--- src/inc/plmtb_pkg.sv ---
// package: offsets, field layout, reset values and types of the line monitor
package plmtb_pkg;

  // register map, link-side 6-bit address space
  localparam int          ADDR_W         = 6;
  localparam int          DATA_W         = 8;
  localparam logic [5:0]  OFS_LINE_MON   = 6'h15;
  localparam logic [5:0]  OFS_TEST       = 6'h16;
  localparam logic [5:0]  OFS_TEST_SET   = 6'h17;
  localparam logic [5:0]  OFS_TEST_CLR   = 6'h18;

  // line monitor field layout
  localparam int          MON_DP_BIT     = 0;
  localparam int          MON_DM_BIT     = 1;
  localparam int          MON_FIELD_W    = 2;

  // reset values
  localparam logic [7:0]  RST_TEST       = 8'h00;
  localparam logic [1:0]  RST_LINE_FIELD = 2'h0;
  localparam logic [7:0]  RST_RDATA      = 8'h00;
  localparam logic [7:0]  UNMAPPED_RDATA = 8'h00;

  // pin synchroniser depth and cycles until its output is live
  localparam int          SYNC_STAGES    = 3;
  localparam int          SETTLE_CYCLES  = SYNC_STAGES + 1;

  // receiver pins, sampled together
  typedef struct packed {
    logic hs_diff;
    logic dm;
    logic dp;
  } plmtb_line_t;

  // one register access from the link side
  typedef struct packed {
    logic [5:0] addr;
    logic       rd;
    logic       wr;
    logic [7:0] wdata;
  } plmtb_req_t;

  typedef enum logic [1:0] {
    SPD_LOW   = 2'b00,
    SPD_FULL  = 2'b01,
    SPD_HIGH  = 2'b10,
    SPD_CHIRP = 2'b11
  } plmtb_speed_t;

  // meaning of the line field under the present speed
  typedef enum logic [2:0] {
    COND_SE0      = 3'b000,
    COND_J        = 3'b001,
    COND_K        = 3'b010,
    COND_SE1      = 3'b011,
    COND_SQUELCH  = 3'b100,
    COND_ACTIVE   = 3'b101,
    COND_CHIRP_HI = 3'b110,
    COND_INVALID  = 3'b111
  } plmtb_cond_t;

endpackage : plmtb_pkg

--- src/verilog/plmtb_line_sync.sv ---
// module: three-stage pin synchroniser with agreement filter and settle flag
`timescale 1ns/10ps
module plmtb_line_sync
  import plmtb_pkg::*;
#(
  parameter int WIDTH = 3
) (
  input  wire logic             clk,
  input  wire logic             rst_n,
  input  wire logic [WIDTH-1:0] pin_in,
  output logic      [WIDTH-1:0] level,
  output logic                  settled
);

  logic [WIDTH-1:0] stage1;
  logic [WIDTH-1:0] stage2;
  logic [WIDTH-1:0] stage3;
  logic [2:0]       settle_cnt;

  localparam logic [2:0] SETTLE_LAST = 3'(SETTLE_CYCLES - 1);

  if (SETTLE_CYCLES > 7) begin : g_chk
    $error("settle count does not fit its counter");
  end

  // stage1 is read only by stage2, never by the filter
  always_ff @(posedge clk) begin
    if (!rst_n) begin
      stage1 <= '0;
      stage2 <= '0;
      stage3 <= '0;
    end else begin
      stage1 <= pin_in;
      stage2 <= stage1;
      stage3 <= stage2;
    end
  end

  // a change counts only once the last two stages agree
  always_ff @(posedge clk) begin
    if (!rst_n) begin
      level <= '0;
    end else if (stage2 == stage3) begin
      level <= stage3;
    end
  end

  // live output is trusted once the pipeline has been refilled
  always_ff @(posedge clk) begin
    if (!rst_n) begin
      settle_cnt <= 3'h0;
      settled    <= 1'b0;
    end else if (!settled) begin
      settle_cnt <= settle_cnt + 3'h1;
      settled    <= (settle_cnt == SETTLE_LAST);
    end
  end

endmodule : plmtb_line_sync

--- src/verilog/plmtb_regs.sv ---
// module: line monitor view and test byte registers of the transceiver
//
// Functional notes
// monitor bits follow positive and negative lines
// monitor register is read-only, writes discarded
// value 0 is SE0 or squelch
// value 1 is K/J/active/chirp-high by speed
// value 2 is J/K/invalid/active by speed
// value 3 is SE1, else invalid
// test byte resets zero, holds writes
// test byte never affects line behaviour
// set alias sets bits written one
// clear alias clears bits written one
// aliases read back the single test byte
// monitor bits 7:2 always read zero
// monitor reads zero only until receivers settle
`timescale 1ns/10ps
module plmtb_regs
  import plmtb_pkg::*;
#(
  parameter int REG_DATA_W = DATA_W
) (
  input  wire logic         REF_CLK,
  input  wire logic         RST_N,
  input  wire plmtb_req_t   REG_REQ,
  input  wire plmtb_line_t  LINE_PINS,
  input  wire plmtb_speed_t SPEED_MODE,
  output logic [7:0]        REG_RDATA,
  output logic              REG_RVALID,
  output plmtb_cond_t       LINE_COND,
  output logic              LINE_SETTLED
);

  if (REG_DATA_W != DATA_W) begin : g_chk_width
    $error("register data path must be eight bits wide");
  end

  plmtb_line_t      line_level;
  logic             settled;
  logic [7:0]       test_byte;
  logic [7:0]       next_test_byte;
  logic [1:0]       line_field;
  logic [7:0]       mon_value;

  // receiver outputs come from the analog front end, not from REF_CLK
  plmtb_line_sync #(
    .WIDTH   ($bits(plmtb_line_t))
  ) u_sync (
    .clk     (REF_CLK),
    .rst_n   (RST_N),
    .pin_in  (LINE_PINS),
    .level   (line_level),
    .settled (settled)
  );

  // read data for one address; unmapped addresses read as zero
  function automatic logic [7:0] read_value(
    input logic [5:0] addr,
    input logic [7:0] mon,
    input logic [7:0] tbyte
  );
    logic [7:0] val;
    val = UNMAPPED_RDATA;
    case (addr)
      OFS_LINE_MON: val = mon;
      OFS_TEST:     val = tbyte;
      OFS_TEST_SET: val = tbyte;
      OFS_TEST_CLR: val = tbyte;
      default:      val = UNMAPPED_RDATA;
    endcase
    return val;
  endfunction : read_value

  // meaning of a line field value at a given speed
  function automatic plmtb_cond_t decode_line(
    input logic [1:0]   code,
    input plmtb_speed_t spd,
    input logic         diff
  );
    plmtb_cond_t c;
    c = COND_INVALID;
    case (code)
      2'h0: c = (spd == SPD_LOW || spd == SPD_FULL) ?
                COND_SE0 : COND_SQUELCH;
      2'h1: begin
        case (spd)
          SPD_LOW:   c = COND_K;
          SPD_FULL:  c = COND_J;
          SPD_HIGH:  c = COND_ACTIVE;
          SPD_CHIRP: c = diff ? COND_CHIRP_HI : COND_INVALID;
          default:   c = COND_INVALID;
        endcase
      end
      2'h2: begin
        case (spd)
          SPD_LOW:   c = COND_J;
          SPD_FULL:  c = COND_K;
          SPD_HIGH:  c = COND_INVALID;
          SPD_CHIRP: c = diff ? COND_INVALID : COND_ACTIVE;
          default:   c = COND_INVALID;
        endcase
      end
      2'h3: c = (spd == SPD_LOW || spd == SPD_FULL) ?
                COND_SE1 : COND_INVALID;
      default: c = COND_INVALID;
    endcase
    return c;
  endfunction : decode_line

  // live field; held at its reset value until the pipeline refills
  always_comb begin
    line_field = RST_LINE_FIELD;
    if (settled) begin
      line_field[MON_DP_BIT] = line_level.dp;
      line_field[MON_DM_BIT] = line_level.dm;
    end
  end

  // reserved upper bits are constant zero, no storage behind them
  always_comb begin
    mon_value = 8'h00;
    mon_value[MON_FIELD_W-1:0] = line_field;
  end

  // test byte write, set and clear; a write to the monitor lands nowhere
  always_comb begin
    next_test_byte = test_byte;
    if (REG_REQ.wr) begin
      case (REG_REQ.addr)
        OFS_TEST:     next_test_byte = REG_REQ.wdata;
        OFS_TEST_SET: next_test_byte = test_byte | REG_REQ.wdata;
        OFS_TEST_CLR: next_test_byte = test_byte & ~REG_REQ.wdata;
        default:      next_test_byte = test_byte;
      endcase
    end
  end

  // the byte feeds only the read mux, so line logic never sees it
  always_ff @(posedge REF_CLK) begin
    if (!RST_N) begin
      test_byte <= RST_TEST;
    end else begin
      test_byte <= next_test_byte;
    end
  end

  // read answer one cycle after the strobe; a write in the same cycle
  // is seen by the following read, not this one
  always_ff @(posedge REF_CLK) begin
    if (!RST_N) begin
      REG_RDATA  <= RST_RDATA;
      REG_RVALID <= 1'b0;
    end else begin
      REG_RVALID <= REG_REQ.rd;
      if (REG_REQ.rd) begin
        REG_RDATA <= read_value(REG_REQ.addr, mon_value, test_byte);
      end
    end
  end

  // decoded line condition, registered for a clean output
  always_ff @(posedge REF_CLK) begin
    if (!RST_N) begin
      LINE_COND    <= COND_SE0;
      LINE_SETTLED <= 1'b0;
    end else begin
      LINE_COND    <= decode_line(line_field, SPEED_MODE,
                                  line_level.hs_diff);
      LINE_SETTLED <= settled;
    end
  end
endmodule : plmtb_regs

--- config.mk ---
export PLATFORM = sky130hd
export DESIGN_NAME = plmtb_regs
export DESIGN_NICKNAME = d
export VERILOG_FILES = /design/src/inc/plmtb_pkg.sv /design/src/verilog/plmtb_line_sync.sv /design/src/verilog/plmtb_regs.sv
export SDC_FILE = /design/constraint.sdc
export NUM_CORES = 1
export LEC_CHECK = 0
export BUFFER_PORTS_ARGS = -buffer_cell sky130_fd_sc_hd__clkbuf_2
export CORE_ASPECT_RATIO = 1.25
export CORE_MARGIN = 2
export CORE_UTILIZATION = 57
export DETAILED_ROUTE_END_ITERATION = 8
export GPL_TIMING_DRIVEN = 1
export PLACE_DENSITY = 0.83
export SKIP_CTS_REPAIR_TIMING = 1
export SYNTH_ARGS = -nofsm -noshare
export SYNTH_HDL_FRONTEND = slang
export SYNTH_SLANG_ARGS = --single-unit
--- constraint.sdc ---
create_clock -name REF_CLK -period 2.9 [get_ports REF_CLK]
set_input_delay 0.29 -clock REF_CLK [delete_from_list [all_inputs] [get_ports REF_CLK]]
set_output_delay 0.29 -clock REF_CLK [all_outputs]
set_load 0.01 [all_outputs]
==> key figures <==
Global routing
  • Routing usage on met3: around 5.6%
  • Vias in the first global route: 1254
  • Initial antenna violation count: 0
  • Largest net degree at the start of global routing: 37
  • GRT Resource Usage Total: 20.55%
  • Top Usage Layer GRT: met2
  • Global-route wire length before repair: between 5 and 6 mm
  • Total grt overflow: 0
  • M2 GR Usage: between 30 and 40%
  • GR Layer Usage met1: 24.06%

Placement
  • RePlAce Congestion: between 0.7 and 0.8
  • HPWL Detailed: between 2 and 2.5 mm
  • Pre-CTS setup slack: about 970 ps
  • Port bufs: 35

Clock network
  • H-tree depth: 2
  • Num Clock Sinks: 37
  • Num CTS Buffers: 5
  • Worst skew pair latency: between 300 and 400 ps
  • Clock root buffer: clkbuf_4
  • Max Buffers Root-to-Sink: 2
  • Worst-path clk slew: ~100 ps
  • CTS tree: built

Drt
  • Via density: 5.533
  • DRT iter0 DRCs: 40
  • Remaining antenna violation count: 0
  • DR WL/cell: 12.39 µm
  • DRC Markers: 0
  • Vias: 1350
  • Pre-Repair DR Iteration Count: 4
  • Routed wire length: about 3.0 mm

Synth
  • Post-Syn Area: ~1600 µm²
  • Net count of the mapped netlist: 204
  • Synth Register Bits: 37
  • Synthesized instance count: between 150 and 200
  • Sequential cell area fraction in the yosys report: a little under half
  • Main area contributors after synthesis: dfxtp_1 (45%), a21boi_1 (6.4%), ha_1 (5.4%)
  • Synth cell types: 30
  • Yosys top cell by area: dfxtp_1
  • YS warnings: 0
  • Synth Area per Inst: 9.406 µm²
  • Synth top area share: between 40% and 50%

Pwr
  • Share of power burned in registers: roughly three fifths
  • Clock power share: 27.8%
  • Sw frac: roughly a quarter
  • Gate power share: a little under an eighth
  • Net Switching: 215.1 µW
  • Internal cell power: ~670 µW
  • PD cells: approximately 480 nW/µm²
  • Worst VDD drop: ~0.00040 V
  • Leakage: around 0.00075 µW

Die
  • Row count: 21
  • Die width: roughly 52 µm
  • Initial cell density of the core: about three fifths
  • Core area: approximately 2700 µm²
  • Die area: 3319 µm²
  • Die Y: ~64 µm
  • I/O pin count: 36

Timing
  • RSZ-0062 raised after global routing: false
  • Final Setup Violations: 0
  • Clk_skew: 5.062 ps
  • Final hold vios: 0
  • Total negative slack: 0 ps
  • Worst setup margin: ~1300 ps
  • Max Slew Vio Count: 0
  • Slew headroom: between 60% and 70%
  • Min cycle time layout: ~1600 ps
  • Fmax: 627.2 MHz
  • Worst-Margin Slew: 536.0 ps
  • Worst hold margin: around 160 ps
  • Period utilization: 54.98%

Finish
  • Area growth syn-to-layout: 14.22%
  • Fillers: approximately 230
  • Register area: 740.7 µm²
  • Area occupied by multi-input gates: about 840 µm²
  • Number of antenna repair diodes: 0
  • Total Nets Final: ~240
  • Final design utilization: between 60 and 70%
  • Layout cells sized above 1: between 20% and 30%

Setup path
  • Worst r2r path cells: 4
  • Crit end category: flip-flop
  • Critical Path RT: 3130 ps
  • CP startpoint kind: input pin
  • Kind of critical path: input pin to flip-flop
  • Critical path fanouts, max: 10
  • WP data arrival: ~1800 ps

Hold path
  • Hold Crit Depth: 2
  • Worst hold-check path type: input pin to flip-flop

Flow run
  • Max Cap Viol: 0

Outcome
  • Outcome: finished, final reports clean
## cell type report
type / count / share of cell area [%]
tap: 34 / 2.276
timing repair buffer: 35 / 9.371
sequential: 37 / 39.63
inverter: 7 / 1.406
multi-input combinational: 123 / 44.71
clock buffer: 8 / 2.610
## per-layer routing
layer,wire length (µm),vias to the layer above
met5,0,-
met4,61,0
met3,169,7
met2,1442,41
met1,1351,624
li1,-,678
## registers in the layout, summed over array words and instances, names as in the netlist
register           count
u_sync.level           3
LINE_COND              3
u_sync.stage2          3
REG_RVALID             1
LINE_SETTLED           1
u_sync.settled         1
u_sync.stage3          3
REG_RDATA              8
u_sync.stage1          3
test_byte              8
u_sync.settle_cnt      3
## layout by cell type, fill, tap and decap left out, drive strengths merged
| cell type | netlist | routed |
|---|---|---|
| nand3 | 7 | 7 |
| a21oi | 8 | 8 |
| nor2 | 3 | 3 |
| nand4b | 2 | 2 |
| mux2i | 3 | 3 |
| nand2 | 13 | 13 |
| o21a | 5 | 5 |
| and2 | 13 | 13 |
| ha | 7 | 7 |
| xor2 | 1 | 1 |
| or4b | 1 | 1 |
| nor3 | 2 | 2 |
| a211o | 1 | 1 |
| o21ai | 11 | 11 |
| clkbuf | 6 | 43 |
| a211oi | 9 | 9 |
| o221a | 1 | 1 |
| inv | 7 | 7 |
| dfxtp | 37 | 37 |
| nor4 | 3 | 3 |
| nand2b | 8 | 8 |
| nor2b | 4 | 4 |
| xnor2 | 4 | 4 |
| nand3b | 2 | 2 |
| a31oi | 1 | 1 |
| a21boi | 14 | 14 |
## power groups by stage
stage	registers [µW]	clock network [µW]	logic, µW
floorplan	550	0	67.5
global placement	553	0	94.4
detailed placement	554	0	100
CTS	542	256	101
global route	545	275	116
finish	542	247	100
## worst max-delay path: stages
cell	delay, ps
clkbuf_2	130
or4b_1	730
a211o_2	440
o21ai_1	160
a21boi_1	80
## Yosys cell counts (all sizes together)
cell / instances
or4b: 1
o21a: 5
a31oi: 1
o221a: 1
nor2: 3
nand3b: 2
nand4b: 2
a21oi: 8
buf: 1
nor4: 3
nor3: 2
mux2i: 3
nor2b: 4
a21boi: 14
and2: 13
a211oi: 9
ha: 7
xor2: 1
clkbuf: 6
a211o: 1
dfxtp: 37
inv: 7
nand3: 7
xnor2: 4
o21ai: 11
nand2: 13
nand2b: 8
## stage by stage
step	area [µm²]	cells	power, µW
after CTS	1869	244	899.6
final	1869	244	889.3
after global placement	1821	236	647.0
after global routing	1869	244	935.8
after detailed placement	1821	236	654.3
after floorplan	1637	174	617.2
## cell families after synthesis
logic type / Yosys count / synth area share [%]
compound gates: 50 / 21.02
fa+ha+maj: 7 / 5.351
flops: 37 / 45.26
mux: 3 / 1.835
buf+inv: 14 / 3.670
simple gates: 58 / 20.18
xor+xnor: 5 / 2.676
## worst paths after layout
| path | start | end | slack [ps] |
|---|---|---|---|
| hold reg to reg | u_sync.stage1[2]$_SDFF_PN0_ | u_sync.stage2[2]$_SDFF_PN0_ | 440 |
| hold / removal | LINE_PINS[0] | u_sync.stage1[0]$_SDFF_PN0_ | 160 |
| setup / recovery | REG_REQ[11] | test_byte[3]$_SDFFE_PN0P_ | 1310 |
| setup reg to reg | u_sync.settled$_SDFF_PN0_ | REG_RDATA[1]$_SDFFE_PN0P_ | 1640 |
No activity file was read; power rests on OpenSTA's default activity.
